<file path="config.mk">
export PLATFORM = sky130hd
export DESIGN_NAME = pif_irq_flags
export DESIGN_NICKNAME = d
export VERILOG_FILES = /design/src/common/pif_pkg.sv /design/src/rtl/pif_irq_flags.sv
export SDC_FILE = /design/constraint.sdc
export NUM_CORES = 1
export LEC_CHECK = 0
export BUFFER_PORTS_ARGS = -buffer_cell sky130_fd_sc_hd__buf_2
export CAP_MARGIN = 20
export CORE_ASPECT_RATIO = 2
export CORE_MARGIN = 3
export CORE_UTILIZATION = 40
export CTS_CLUSTER_DIAMETER = 50
export DETAILED_ROUTE_END_ITERATION = 10
export GPL_TIMING_DRIVEN = 0
export PLACE_DENSITY_LB_ADDON = 0.25
export SYNTH_ARGS = -nofsm -noshare
export SYNTH_HDL_FRONTEND = slang
export SYNTH_SLANG_ARGS = --single-unit
</file>
<file path="constraint.sdc">
create_clock -name aclk -period 1.8 [get_ports aclk]
set_clock_uncertainty 0.2 [all_clocks]
set_input_delay 0.36 -clock aclk [delete_from_list [all_inputs] [get_ports aclk]]
set_output_delay 0.36 -clock aclk [all_outputs]
set_load 0.01 [all_outputs]
</file>
<file path="src/common/pif_pkg.sv">
// Purpose: Constants for the peripheral interrupt flag and enable block
// Assumes: AXI4-Lite slave, 32-bit data, one register per aligned word
// Notes:   Registers hold up to 8 bits in the low byte; upper bits read zero
package pif_pkg;
  localparam logic [3:0] FLAGS1_OFS    = 4'h0;
  localparam logic [3:0] FLAGS2_OFS    = 4'h4;
  localparam logic [3:0] ENABLE1_OFS   = 4'h8;
  localparam logic [3:0] CONTROL_OFS   = 4'hC;
  // Implemented bits of each register
  localparam logic [7:0] FLAGS1_MASK   = 8'h7F;
  localparam logic [7:0] FLAGS1_SWMASK = 8'h4F;
  localparam logic [7:0] FLAGS2_MASK   = 8'hFA;
  localparam logic [7:0] ENABLE1_MASK  = 8'h7F;
  localparam logic [7:0] FLAGS_RST     = 8'h00;
  localparam logic [7:0] ENABLE_RST    = 8'h00;
  // Flag positions, first flag register
  localparam int CONV_DONE_BIT  = 6;
  localparam int RX_FULL_BIT    = 5;
  localparam int TX_EMPTY_BIT   = 4;
  localparam int SYNC_SER_BIT   = 3;
  localparam int CAPCMP_BIT     = 2;
  localparam int TIMER_B_BIT    = 1;
  localparam int TIMER_A_BIT    = 0;
  // Flag positions, second flag register
  localparam int OSC_FAIL_BIT   = 7;
  localparam int CMP_ONE_BIT    = 6;
  localparam int CMP_TWO_BIT    = 5;
  localparam int NVM_WRITE_BIT  = 4;
  localparam int BUS_COLL_BIT   = 3;
  localparam int TIMER_C_BIT    = 1;
  // Control register fields
  localparam int GATE_BIT       = 0;
  localparam int PRIO_BIT       = 1;
  localparam logic [1:0] RESP_OKAY   = 2'b00;
  localparam logic [1:0] RESP_SLVERR = 2'b10;
endpackage : pif_pkg

</file>
<file path="src/rtl/pif_irq_flags.sv">
// Purpose: Peripheral interrupt flags, first enable register and request gate
// Assumes: Event inputs are one-cycle pulses on aclk; levels are on aclk too
// Notes:   Set beats software clear in the same cycle
// How it works
// - Conversion done sets bit 6, software clears
// - Bit 5 read-only, mirrors receive buffer full
// - Bit 4 read-only, mirrors transmit buffer empty
// - Serial port completion sets bit 3, sticky
// - Capture or compare sets bit 2, not PWM
// - Compare match sets capture/compare flag, held
// - Timer b period match sets bit 1
// - Timer a rollover sets bit 0
// - Unimplemented bits always read zero
// - Oscillator fail sets second register bit 7
// - Comparator one change sets bit 6
// - Comparator two change sets bit 5
// - Nonvolatile write done sets bit 4
// - Bus collision sets bit 3, sticky
// - Timer c rollover sets bit 1
// - Enable bits 6..0 gate matching flags
// - Without priorities, peripheral gate also required
// - Flags set regardless of any enable
// - Gate one passes, zero blocks all unless priority bit set
//
// Implementation choices: the AXI4-Lite slave port and the register addresses.
module pif_irq_flags (
  input  wire logic        aclk,
  input  wire logic        aresetn,
  input  wire logic [3:0]  s_axi_awaddr,
  input  wire logic        s_axi_awvalid,
  output logic             s_axi_awready,
  input  wire logic [31:0] s_axi_wdata,
  input  wire logic [3:0]  s_axi_wstrb,
  input  wire logic        s_axi_wvalid,
  output logic             s_axi_wready,
  output logic [1:0]       s_axi_bresp,
  output logic             s_axi_bvalid,
  input  wire logic        s_axi_bready,
  input  wire logic [3:0]  s_axi_araddr,
  input  wire logic        s_axi_arvalid,
  output logic             s_axi_arready,
  output logic [31:0]      s_axi_rdata,
  output logic [1:0]       s_axi_rresp,
  output logic             s_axi_rvalid,
  input  wire logic        s_axi_rready,
  input  wire logic        conv_done_evt,
  input  wire logic        rx_buffer_full,
  input  wire logic        tx_buffer_empty,
  input  wire logic        sync_serial_evt,
  input  wire logic        capture_evt,
  input  wire logic        compare_match_evt,
  input  wire logic        capcmp_pwm_mode,
  input  wire logic        timer_b_match_evt,
  input  wire logic        timer_a_ovf_evt,
  input  wire logic        osc_fail_evt,
  input  wire logic        comparator_one_out,
  input  wire logic        comparator_two_out,
  input  wire logic        nvm_write_evt,
  input  wire logic        bus_collision_evt,
  input  wire logic        timer_c_ovf_evt,
  output logic             peripheral_irq
);

  logic [7:0] flags1_r;
  logic [7:0] flags2_r;
  logic [7:0] enable1_r;
  logic [1:0] control_r;
  logic       cmp_one_r;
  logic       cmp_two_r;
  logic [7:0] hw_set1;
  logic [7:0] hw_set2;
  logic [7:0] sw_set1;
  logic [7:0] sw_clr1;
  logic [7:0] sw_set2;
  logic [7:0] sw_clr2;
  logic [7:0] flags1_nxt;
  logic [7:0] flags2_nxt;
  logic [7:0] flags1_view;
  logic       aw_held_r;
  logic       w_held_r;
  logic [3:0] awaddr_r;
  logic [31:0] wdata_r;
  logic       wstrb0_r;
  logic       do_write;
  logic       wr_flags1;
  logic       wr_flags2;
  logic       wr_enable1;
  logic       wr_control;
  logic       addr_ok;
  logic [7:0] rd_byte;
  logic       irq_nxt;

  // Write channel: address and data may arrive in either order
  always_ff @(posedge aclk) begin
    if (!aresetn) begin
      aw_held_r <= 1'b0;
      awaddr_r  <= 4'h0;
    end else if (s_axi_awvalid && s_axi_awready) begin
      aw_held_r <= 1'b1;
      awaddr_r  <= s_axi_awaddr;
    end else if (do_write) begin
      aw_held_r <= 1'b0;
    end
  end

  always_ff @(posedge aclk) begin
    if (!aresetn) begin
      w_held_r <= 1'b0;
      wdata_r  <= 32'h0000_0000;
      wstrb0_r <= 1'b0;
    end else if (s_axi_wvalid && s_axi_wready) begin
      w_held_r <= 1'b1;
      wdata_r  <= s_axi_wdata;
      wstrb0_r <= s_axi_wstrb[0];
    end else if (do_write) begin
      w_held_r <= 1'b0;
    end
  end

  always_ff @(posedge aclk) begin
    if (!aresetn) begin
      s_axi_awready <= 1'b0;
      s_axi_wready  <= 1'b0;
    end else begin
      s_axi_awready <= !aw_held_r && !(s_axi_awvalid && s_axi_awready) && !s_axi_bvalid;
      s_axi_wready  <= !w_held_r && !(s_axi_wvalid && s_axi_wready) && !s_axi_bvalid;
    end
  end

  assign do_write   = aw_held_r && w_held_r && !s_axi_bvalid;
  assign wr_flags1  = do_write && wstrb0_r && (awaddr_r == pif_pkg::FLAGS1_OFS);
  assign wr_flags2  = do_write && wstrb0_r && (awaddr_r == pif_pkg::FLAGS2_OFS);
  assign wr_enable1 = do_write && wstrb0_r && (awaddr_r == pif_pkg::ENABLE1_OFS);
  assign wr_control = do_write && wstrb0_r && (awaddr_r == pif_pkg::CONTROL_OFS);

  always_ff @(posedge aclk) begin
    if (!aresetn) begin
      s_axi_bvalid <= 1'b0;
      s_axi_bresp  <= pif_pkg::RESP_OKAY;
    end else if (do_write) begin
      s_axi_bvalid <= 1'b1;
      s_axi_bresp  <= (awaddr_r[1:0] == 2'b00) ? pif_pkg::RESP_OKAY : pif_pkg::RESP_SLVERR;
    end else if (s_axi_bready) begin
      s_axi_bvalid <= 1'b0;
    end
  end

  // Comparator outputs are registered so a change is seen as an edge
  always_ff @(posedge aclk) begin
    if (!aresetn) begin
      cmp_one_r <= 1'b0;
      cmp_two_r <= 1'b0;
    end else begin
      cmp_one_r <= comparator_one_out;
      cmp_two_r <= comparator_two_out;
    end
  end

  // Hardware set terms never look at an enable
  always_comb begin
    hw_set1 = 8'h00;
    hw_set1[pif_pkg::CONV_DONE_BIT] = conv_done_evt;
    hw_set1[pif_pkg::SYNC_SER_BIT]  = sync_serial_evt;
    hw_set1[pif_pkg::CAPCMP_BIT]    = !capcmp_pwm_mode && (capture_evt || compare_match_evt);
    hw_set1[pif_pkg::TIMER_B_BIT]   = timer_b_match_evt;
    hw_set1[pif_pkg::TIMER_A_BIT]   = timer_a_ovf_evt;
    hw_set2 = 8'h00;
    hw_set2[pif_pkg::OSC_FAIL_BIT]  = osc_fail_evt;
    hw_set2[pif_pkg::CMP_ONE_BIT]   = comparator_one_out ^ cmp_one_r;
    hw_set2[pif_pkg::CMP_TWO_BIT]   = comparator_two_out ^ cmp_two_r;
    hw_set2[pif_pkg::NVM_WRITE_BIT] = nvm_write_evt;
    hw_set2[pif_pkg::BUS_COLL_BIT]  = bus_collision_evt;
    hw_set2[pif_pkg::TIMER_C_BIT]   = timer_c_ovf_evt;
  end

  // Software writes every writable bit of the byte; ones set, zeros clear
  assign sw_set1 = wr_flags1 ? (wdata_r[7:0] & pif_pkg::FLAGS1_SWMASK) : 8'h00;
  assign sw_clr1 = wr_flags1 ? (~wdata_r[7:0] & pif_pkg::FLAGS1_SWMASK) : 8'h00;
  assign sw_set2 = wr_flags2 ? (wdata_r[7:0] & pif_pkg::FLAGS2_MASK) : 8'h00;
  assign sw_clr2 = wr_flags2 ? (~wdata_r[7:0] & pif_pkg::FLAGS2_MASK) : 8'h00;

  // Set wins over clear
  assign flags1_nxt = ((flags1_r & ~sw_clr1) | sw_set1 | hw_set1) & pif_pkg::FLAGS1_SWMASK;
  assign flags2_nxt = ((flags2_r & ~sw_clr2) | sw_set2 | hw_set2) & pif_pkg::FLAGS2_MASK;

  always_ff @(posedge aclk) begin
    if (!aresetn) begin
      flags1_r <= pif_pkg::FLAGS_RST;
      flags2_r <= pif_pkg::FLAGS_RST;
    end else begin
      flags1_r <= flags1_nxt;
      flags2_r <= flags2_nxt;
    end
  end

  always_ff @(posedge aclk) begin
    if (!aresetn) begin
      enable1_r <= pif_pkg::ENABLE_RST;
      control_r <= 2'b00;
    end else begin
      if (wr_enable1) begin
        enable1_r <= wdata_r[7:0] & pif_pkg::ENABLE1_MASK;
      end
      if (wr_control) begin
        control_r <= wdata_r[1:0];
      end
    end
  end

  // Buffer status bits follow the serial port live; software cannot write them
  always_comb begin
    flags1_view = flags1_r;
    flags1_view[pif_pkg::RX_FULL_BIT]  = rx_buffer_full;
    flags1_view[pif_pkg::TX_EMPTY_BIT] = tx_buffer_empty;
  end

  // Priority mode hands the gate bit to the low-priority path outside this block
  always_comb begin
    irq_nxt = |(flags1_view & enable1_r & pif_pkg::ENABLE1_MASK);
    if (!control_r[pif_pkg::PRIO_BIT]) begin
      irq_nxt = irq_nxt && control_r[pif_pkg::GATE_BIT];
    end
  end

  always_ff @(posedge aclk) begin
    if (!aresetn) begin
      peripheral_irq <= 1'b0;
    end else begin
      peripheral_irq <= irq_nxt;
    end
  end

  // Read channel
  assign addr_ok = (s_axi_araddr[1:0] == 2'b00);

  always_comb begin
    case (s_axi_araddr)
      pif_pkg::FLAGS1_OFS:  rd_byte = flags1_view & pif_pkg::FLAGS1_MASK;
      pif_pkg::FLAGS2_OFS:  rd_byte = flags2_r & pif_pkg::FLAGS2_MASK;
      pif_pkg::ENABLE1_OFS: rd_byte = enable1_r & pif_pkg::ENABLE1_MASK;
      pif_pkg::CONTROL_OFS: rd_byte = {6'b00_0000, control_r};
      default:              rd_byte = 8'h00;
    endcase
  end

  always_ff @(posedge aclk) begin
    if (!aresetn) begin
      s_axi_arready <= 1'b0;
      s_axi_rvalid  <= 1'b0;
      s_axi_rdata   <= 32'h0000_0000;
      s_axi_rresp   <= pif_pkg::RESP_OKAY;
    end else if (s_axi_arvalid && s_axi_arready) begin
      s_axi_arready <= 1'b0;
      s_axi_rvalid  <= 1'b1;
      s_axi_rdata   <= {24'h00_0000, rd_byte};
      s_axi_rresp   <= addr_ok ? pif_pkg::RESP_OKAY : pif_pkg::RESP_SLVERR;
    end else if (s_axi_rvalid) begin
      if (s_axi_rready) begin
        s_axi_rvalid  <= 1'b0;
        s_axi_arready <= 1'b1;
      end
    end else begin
      s_axi_arready <= 1'b1;
    end
  end

  // Checks
  a_flag_timer_a: assert property (@(posedge aclk) disable iff (!aresetn)
    timer_a_ovf_evt |=> flags1_r[pif_pkg::TIMER_A_BIT])
    else $error("timer a flag not set");
  a_flag_sticky: assert property (@(posedge aclk) disable iff (!aresetn)
    flags1_r[pif_pkg::CONV_DONE_BIT] && !wr_flags1 |=> flags1_r[pif_pkg::CONV_DONE_BIT])
    else $error("conversion flag lost");
  a_capcmp_pwm: assert property (@(posedge aclk) disable iff (!aresetn)
    capcmp_pwm_mode && !flags1_r[pif_pkg::CAPCMP_BIT] && !wr_flags1 |=> !flags1_r[pif_pkg::CAPCMP_BIT])
    else $error("capture flag set in pwm mode");
  // The flag follows the change by one edge; the edge detector compares with the registered copy in the same cycle
  a_cmp_change: assert property (@(posedge aclk) disable iff (!aresetn)
    $changed(comparator_one_out) |=> flags2_r[pif_pkg::CMP_ONE_BIT])
    else $error("comparator one change missed");
  a_unimpl_zero: assert property (@(posedge aclk) disable iff (!aresetn)
    $rose(s_axi_rvalid) |-> s_axi_rdata[31:8] == 24'h00_0000
      && (!s_axi_rdata[7] || $past(s_axi_araddr) == pif_pkg::FLAGS2_OFS)
      && ($past(s_axi_araddr) != pif_pkg::FLAGS2_OFS || (!s_axi_rdata[2] && !s_axi_rdata[0])))
    else $error("unimplemented bit read one");
  a_gate_block: assert property (@(posedge aclk) disable iff (!aresetn)
    !control_r[pif_pkg::GATE_BIT] && !control_r[pif_pkg::PRIO_BIT] |=> !peripheral_irq)
    else $error("request passed closed gate");
  a_irq_raise: assert property (@(posedge aclk) disable iff (!aresetn)
    (flags1_r[pif_pkg::TIMER_A_BIT] && enable1_r[pif_pkg::TIMER_A_BIT] && control_r[pif_pkg::GATE_BIT]) |=> peripheral_irq)
    else $error("request not raised");
  a_enable_mask: assert property (@(posedge aclk) disable iff (!aresetn)
    enable1_r == 8'h00 |=> !peripheral_irq)
    else $error("request with no enables");
  // Read data is captured at the address edge, so it reflects the level one edge back
  a_rx_mirror: assert property (@(posedge aclk) disable iff (!aresetn)
    $rose(s_axi_rvalid) && $past(s_axi_araddr) == pif_pkg::FLAGS1_OFS
      |-> s_axi_rdata[pif_pkg::RX_FULL_BIT] == $past(rx_buffer_full))
    else $error("receive flag not live");
  a_tx_mirror: assert property (@(posedge aclk) disable iff (!aresetn)
    $rose(s_axi_rvalid) && $past(s_axi_araddr) == pif_pkg::FLAGS1_OFS
      |-> s_axi_rdata[pif_pkg::TX_EMPTY_BIT] == $past(tx_buffer_empty))
    else $error("transmit flag not live");
  a_set_wins: assert property (@(posedge aclk) disable iff (!aresetn)
    bus_collision_evt && wr_flags2 |=> flags2_r[pif_pkg::BUS_COLL_BIT])
    else $error("event lost on clear");

  // Every event source lands in its flag one edge later; capture and compare share one flag and land only outside PWM mode
  a_conv_done: assert property (@(posedge aclk) disable iff (!aresetn)
    conv_done_evt |=> flags1_r[pif_pkg::CONV_DONE_BIT])
    else $error("conversion flag not set");
  a_sync_serial: assert property (@(posedge aclk) disable iff (!aresetn)
    sync_serial_evt |=> flags1_r[pif_pkg::SYNC_SER_BIT])
    else $error("serial port flag not set");
  a_capture_hit: assert property (@(posedge aclk) disable iff (!aresetn)
    !capcmp_pwm_mode && capture_evt |=> flags1_r[pif_pkg::CAPCMP_BIT])
    else $error("capture flag not set");
  a_compare_hit: assert property (@(posedge aclk) disable iff (!aresetn)
    !capcmp_pwm_mode && compare_match_evt |=> flags1_r[pif_pkg::CAPCMP_BIT])
    else $error("compare flag not set");
  a_timer_b: assert property (@(posedge aclk) disable iff (!aresetn)
    timer_b_match_evt |=> flags1_r[pif_pkg::TIMER_B_BIT])
    else $error("timer b flag not set");
  a_osc_fail: assert property (@(posedge aclk) disable iff (!aresetn)
    osc_fail_evt |=> flags2_r[pif_pkg::OSC_FAIL_BIT])
    else $error("oscillator flag not set");
  a_cmp_two: assert property (@(posedge aclk) disable iff (!aresetn)
    $changed(comparator_two_out) |=> flags2_r[pif_pkg::CMP_TWO_BIT])
    else $error("comparator two change missed");
  a_nvm_write: assert property (@(posedge aclk) disable iff (!aresetn)
    nvm_write_evt |=> flags2_r[pif_pkg::NVM_WRITE_BIT])
    else $error("write done flag not set");
  a_bus_coll: assert property (@(posedge aclk) disable iff (!aresetn)
    bus_collision_evt |=> flags2_r[pif_pkg::BUS_COLL_BIT])
    else $error("collision flag not set");
  a_timer_c: assert property (@(posedge aclk) disable iff (!aresetn)
    timer_c_ovf_evt |=> flags2_r[pif_pkg::TIMER_C_BIT])
    else $error("timer c flag not set");

  // Software side of the flags: a written one sets, a written zero clears
  a_sw_set: assert property (@(posedge aclk) disable iff (!aresetn)
    wr_flags2 && wdata_r[pif_pkg::TIMER_C_BIT] |=> flags2_r[pif_pkg::TIMER_C_BIT])
    else $error("software set ignored");
  a_sw_clear: assert property (@(posedge aclk) disable iff (!aresetn)
    wr_flags1 && !wdata_r[pif_pkg::TIMER_A_BIT] && !timer_a_ovf_evt |=> !flags1_r[pif_pkg::TIMER_A_BIT])
    else $error("software clear ignored");

  // Request gating
  a_prio_bypass: assert property (@(posedge aclk) disable iff (!aresetn)
    control_r[pif_pkg::PRIO_BIT] && flags1_r[pif_pkg::TIMER_A_BIT] && enable1_r[pif_pkg::TIMER_A_BIT]
      |=> peripheral_irq)
    else $error("request lost in priority mode");
  a_irq_drop: assert property (@(posedge aclk) disable iff (!aresetn)
    !(|(flags1_view & enable1_r)) |=> !peripheral_irq)
    else $error("request without enabled flag");

  // Checked while reset is low, so this one has no disable
  a_reset_clear: assert property (@(posedge aclk)
    !aresetn |=> flags1_r == 8'h00 && flags2_r == 8'h00 && enable1_r == 8'h00 && !peripheral_irq)
    else $error("reset left state behind");

  c_write_resp: cover property (@(posedge aclk) disable iff (!aresetn) s_axi_bvalid && s_axi_bready);
  c_read_resp: cover property (@(posedge aclk) disable iff (!aresetn) s_axi_rvalid && s_axi_rready);
  c_irq_up: cover property (@(posedge aclk) disable iff (!aresetn) $rose(peripheral_irq));
  c_set_clear: cover property (@(posedge aclk) disable iff (!aresetn) timer_c_ovf_evt && wr_flags2);
  c_pwm_block: cover property (@(posedge aclk) disable iff (!aresetn) capcmp_pwm_mode && capture_evt);

endmodule : pif_irq_flags

</file>
==> impl_metrics.tcl, run 1 <==
set metrics [dict create \
    synth_commonest_cells "dfxtp_1, nand2_1, a21oi_1, buf_4, nand3_1" \
    rows 39 \
    dp.cells 413 \
    hold_viol_final 0 \
    regToRegStartpoint "s_axi_bvalid$_SDFFE_PN0P_" \
    crit_required_ns 1.75 \
    netlist-cell-type-count 55 \
    dr.pass1.iters 4 \
    grt.overflow.total 0 \
    io_pins 108 \
    peakVddDrop_mv 0.4272 \
    die-height_um 116.5 \
    power.density_nw_per_um2 831.8 \
    fin_cells 423 \
    portBuffers 52 \
    worstPathArrival_ns 1.67 \
    rsz0062_at_grt "false" \
    synth.avg_cell_area_sq_um 8.877 \
    start_kind "flip-flop" \
    synthFlopType "dfxtp_1" \
    via_per_inst 5.324 \
    leakage_uw 0.001292 \
    clk_pin_slew_ns 0.06 \
    die_width_um 61.24 \
    status "completed" \
    async_flop_share 0 \
    critPathMaxStageDelay_ns 0.60 \
    synthCells 275 \
    cts_setup_buffers 2 \
    setup_violations 0 \
    drv_slew 0 \
    nets 427 \
    cts-htree-levels 2 \
    synth_top_cell_by_area "dfxtp_1" \
    wl_per_cell_um 14.38 \
    grt_pass1_wl_um 9259 \
    crit_fanout 10 \
    layout-area-overhead-vs-synth_pct 23.83 \
    place_congestion 0.8322 \
    grt_usage 0.1732 \
    synth.area.top_cells "dfxtp_1, buf_4, a21oi_1, nand2_1, nand3_1" \
    vias 2252 \
    postLayoutCoreUtil 0.5206 \
    path_cells "or4b_4, buf_6, o21ai_1, a21oi_1" \
    syn-cell-area_sq_um 2441 \
    root_buffer "clkbuf_16" \
    cts_buffers 5 \
    ctsHoldBuffers 0 \
    grt_pass1_vias 2043 \
    maxCapViolCount 0 \
    ant_nets 0 \
    hold_path.class "primary input to flip-flop" \
    initial_utilization 0.4204 \
    clkSinkCount 53 \
    hpwl_um 4858 \
    cp-startpoint "s_axi_bvalid$_SDFFE_PN0P_" \
    ys_ff_latch 53 \
    synth_edf_count 0 \
    diodes 0 \
    drc 0 \
    antenna_found_initial 0 \
    clock.fmax_ghz 0.5816 \
    fin_crit_sh 0.9552 \
    max-slew-margin-rel 0.6074 \
    yosysMostFrequentCell "dfxtp_1" \
    die_area_sq_um 7133 \
    finalWirelength_um 6082 \
    grt_max_degree 15 \
    period_minus_slack_ns 1.719 \
    critPathBufInv 1 \
    cp_top_family "simple AND/OR/NAND/NOR gates" \
    cts_tree "built" \
    yosysSeqAreaShare 0.4346 \
    clk_latency_ns 0.29 \
    min-delay-start "comparator_one_out" \
    critical_path_class "flip-flop to flip-flop" \
    synth_top_area_frac 0.4346 \
    drt_iter0_drc 103 \
    cp_slowest_cell "or4b_4" \
    drive_above_1_share 0.2762 \
    max-clock-path-buffers 2 \
    cp-end-kind "flip-flop" \
    yosys_warnings 0 \
    post_cts_resized 0 \
    fp.coreArea_sq_um 5807 \
    max_slew.worst_pin.slew_ns 0.5807 \
]
## routing by layer
| metal | vias up | track usage | part of all wire |
|---|---|---|---|
| li1 | 1119 | - | - |
| met3 | 10 | 0.02323 | 0.052 |
| met4 | 0 | 0.09986 | 0.025 |
| met2 | 83 | 0.3281 | 0.57 |
| met5 | - | 0 | 0 |
| met1 | 1040 | 0.1657 | 0.35 |
## final timing paths
kind / endpoint / slack [ns] / cells after the start
setup / recovery: control_r[0]$_SDFFE_PN0P_ / 0.08 / 4
hold / removal: cmp_one_r$_SDFF_PN0_ / 0.10 / 2
setup reg to reg: control_r[0]$_SDFFE_PN0P_ / 0.08 / 4
hold reg to reg: s_axi_rdata[7]$_SDFFE_PN0P_ / 0.25 / 2
## worst register-to-register path, cell delays in order (launching register included)
cell and delay (ns):
dfxtp_1 0.39, or4b_4 0.60, buf_6 0.17, o21ai_1 0.14
a21oi_1 0.08
## final cells by class
cell class,count,area (sq um)
timing repair buffer,54,275.3
buffer,37,267.8
clock buffer,8,136.4
multi-input combinational,206,1191
tap,61,76.32
sequential,53,1061
inverter,4,15.01
fill,554,2784
## sequential cells by signal (all words and copies together) (netlist names), 2 cells and up
name         cells
awaddr_r         4
control_r        2
enable1_r        7
flags1_r         5
flags2_r         6
s_axi_rdata      8
wdata_r          8
## stage by stage
stage | hold slack, ns | setup WS, ns | total power (uW) | setup TNS (ns) | cell area (sq um)
after floorplan | 0.2364 | 0.1863 | 1498 | 0 | 2535
after global placement | 0.2325 | 0.03635 | 1608 | 0 | 2872
after detailed placement | 0.2478 | -0.007338 | 1615 | -0.01170 | 2872
after CTS | 0.09957 | 0.07894 | 2522 | 0 | 3023
after global routing | 0.1107 | 0.01836 | 2616 | 0 | 3023
final | 0.1044 | 0.08059 | 2515 | 0 | 3023
## cell families after synthesis
| logic type | count (synthesis) | synth area share |
|---|---|---|
| and+or+nand+nor | 94 | 0.2107 |
| AOI/OAI and AO/OA | 77 | 0.1999 |
| DFF | 53 | 0.4346 |
| buffers and inverters | 41 | 0.1158 |
| muxes | 7 | 0.03024 |
| xor gates and xnor gates | 2 | 0.007177 |
| other | 1 | 0.001536 |
## cells in the final DEF (no fill, tap or decap), types with 2 or more instances in the layout
cell type | synthesis | routed
nand4b_1 | 2 | 2
and2_1 | 5 | 5
inv_1 | 3 | 3
clkbuf_1 | 5 | 8
nand4_1 | 2 | 2
a22o_1 | 2 | 2
a211oi_1 | 4 | 4
dfxtp_1 | 53 | 53
mux2_2 | 3 | 3
a22oi_1 | 4 | 4
o311a_1 | 6 | 6
buf_2 | 2 | 54
nand3_1 | 19 | 19
nand2b_1 | 3 | 3
mux2i_1 | 4 | 4
xnor2_1 | 2 | 2
a31oi_1 | 4 | 4
buf_6 | 2 | 2
a21oi_1 | 28 | 28
nor4_1 | 3 | 3
nor2_1 | 11 | 11
conb_1 | 1 | 26
clkbuf_16 | 0 | 5
buf_4 | 27 | 29
nor3_1 | 4 | 4
o21ai_1 | 11 | 11
o21ai_0 | 7 | 7
nand2_1 | 30 | 30
## power by group
group	total [uW]	internal [uW]	switching (uW)
clock	920	518	402
sequential	1270	1220	50.4
combinational	322	153	168
total	2510	1890	620
Power figures use the tool's default switching activity.
==> run 2: changes to the inputs <==
==> constraint.sdc (replaced) <==
create_clock -name aclk -period 2.1 [get_ports aclk]
set_clock_uncertainty 0.2 [all_clocks]
set_input_delay 0.42 -clock aclk [delete_from_list [all_inputs] [get_ports aclk]]
set_output_delay 0.42 -clock aclk [all_outputs]
set_load 0.01 [all_outputs]
==> impl_metrics.tcl, run 2 (same netlist as run 1, synthesis figures left out) <==
set metrics [dict create \
    status "completed" \
    cp-end-kind "flip-flop" \
    clock.fmax_ghz 0.5535 \
    grt.overflow.total 0 \
    rows 39 \
    cp_slowest_cell "nor4b_4" \
    grt_pass1_vias 2030 \
    fill_cells 555 \
    power.density_nw_per_um2 714.8 \
    die_area_sq_um 7133 \
    grt_pass1_wl_um 9252 \
    hold_path.class "primary input to flip-flop" \
    clk_latency_ns 0.29 \
    tns_ns 0 \
    initial_utilization 0.4204 \
    maxCapViolCount 0 \
    crit_required_ns 2.08 \
    drive_above_1_share 0.2722 \
    drc 0 \
    rsz0062_at_grt "false" \
    placed_area_sq_um 2872 \
    fp.coreArea_sq_um 5807 \
    grt_max_degree 15 \
    regToRegStartpoint "s_axi_bvalid$_SDFFE_PN0P_" \
    clk_pin_slew_ns 0.06 \
    power_uw 2150 \
    layout_common_cells "buf_2, dfxtp_1, nand2_1" \
    setup_violations 0 \
    wl_per_cell_um 14.40 \
    ctsHoldBuffers 0 \
    max-clock-path-buffers 2 \
    period_minus_slack_ns 1.807 \
    dr.pass1.iters 4 \
    post_cts_resized 0 \
    ant_nets 0 \
    reg_top3 "s_axi_rdata: 8 flops, wdata_r: 8 flops, enable1_r: 7 flops" \
    grt_usage 0.1728 \
    vias 2232 \
    io_pins 108 \
    reg2regPathDepth 3 \
    fin_crit_sh 0.8603 \
    max-slew-margin-rel 0.5749 \
    cts-htree-levels 2 \
    hold_viol_final 0 \
    drv_slew 0 \
    leakage_uw 0.001281 \
    r2r_slack_ns 0.29 \
    cts_tree "built" \
    layout-area-overhead-vs-synth_pct 23.22 \
    max_slew.worst_pin.slew_ns 0.6349 \
    place_congestion 0.8322 \
    layout_commonest_cell "buf_2" \
    path_cells "nor4b_4, nand2_2, o311a_1" \
    die-height_um 116.5 \
    finalWirelength_um 6063 \
    design_area_sq_um 3008 \
    root_buffer "clkbuf_16" \
    die_width_um 61.24 \
    critPathBufInv 0 \
    worstPathArrival_ns 1.78 \
    critical_path_class "flip-flop to flip-flop" \
    drt_iter0_drc 128 \
    hpwl_um 4858 \
    critPathMaxStageDelay_ns 0.62 \
    regToRegEndpoint "flags2_r[4]$_SDFF_PN0_" \
    diodes 0 \
    cp_top_family "simple AND/OR/NAND/NOR gates" \
    cts_setup_buffers 0 \
    cp-startpoint "s_axi_bvalid$_SDFFE_PN0P_" \
    hold_path_depth 2 \
    nets 425 \
    via_per_inst 5.302 \
    hold_path_end "cmp_one_r$_SDFF_PN0_" \
    peakVddDrop_mv 0.3651 \
    cts_buffers 5 \
    antenna_found_initial 0 \
    layout_setup_ws_ns 0.2934 \
    min-delay-start "comparator_one_out" \
    crit_fanout 9 \
    dp_slack_ns 0.2927 \
    clkSinkCount 53 \
    start_kind "flip-flop" \
    portBuffers 52 \
]
[run 2: cell types whose count changed in the layout (fill, tap and decap cells not counted), sizes merged]
cell  change
buf       -2
[run 2: layout make-up]
class / instances / area (sq um) / area share
multi-input cells: 206 / 1191 / 0.3960
flip-flops and latches: 53 / 1061 / 0.3527
plain buffers: 37 / 267.8 / 0.08902
well taps: 61 / 76.32 / 0.02537
inverters: 4 / 15.01 / 0.004992
repair buffers: 52 / 260.3 / 0.08652
clock buffers: 8 / 136.4 / 0.04534
[run 2: metrics by stage]
step	utilization	cells	hold slack, ns
floorplan	-	300	0.2364
global placement	0.4945	413	0.2325
detailed placement	0.4945	413	0.2478
CTS	0.5180	421	0.1596
global route	0.5180	421	0.1707
finish	0.5180	421	0.1641
[run 2: worst reg2reg max path, stage by stage (launching register included)]
cell	delay (ns)
dfxtp_1	0.39
nor4b_4	0.62
nand2_2	0.17
o311a_1	0.32
[run 2: worst max-delay path by stage]
stage               depth (start not counted)                           to  slack [ns]
floorplan                                   4       flags2_r[6]$_SDFF_PN0_        0.49
global placement                            4  s_axi_rdata[7]$_SDFFE_PN0P_        0.30
detailed placement                          3       flags2_r[4]$_SDFF_PN0_        0.29
CTS                                         3       flags2_r[4]$_SDFF_PN0_        0.28
global route                                3       flags2_r[7]$_SDFF_PN0_        0.19
finish                                      3       flags2_r[4]$_SDFF_PN0_        0.29
[run 2: power breakdown]
group / total [uW] / switching (uW) / internal [uW] / leakage [uW]
sequential: 1090 / 43.1 / 1050 / 0.000434
clock: 788 / 344 / 444 / 0.0000652
combinational: 271 / 143 / 128 / 0.000782
total: 2150 / 530 / 1620 / 0.00128
[run 2: metal layers]
metal | GRT usage | part of all wire | up-vias
met5 | 0 | 0 | -
met4 | 0.09551 | 0.034 | 0
met3 | 0.02102 | 0.048 | 15
met2 | 0.3289 | 0.56 | 77
met1 | 0.1671 | 0.35 | 1022
li1 | - | - | 1118
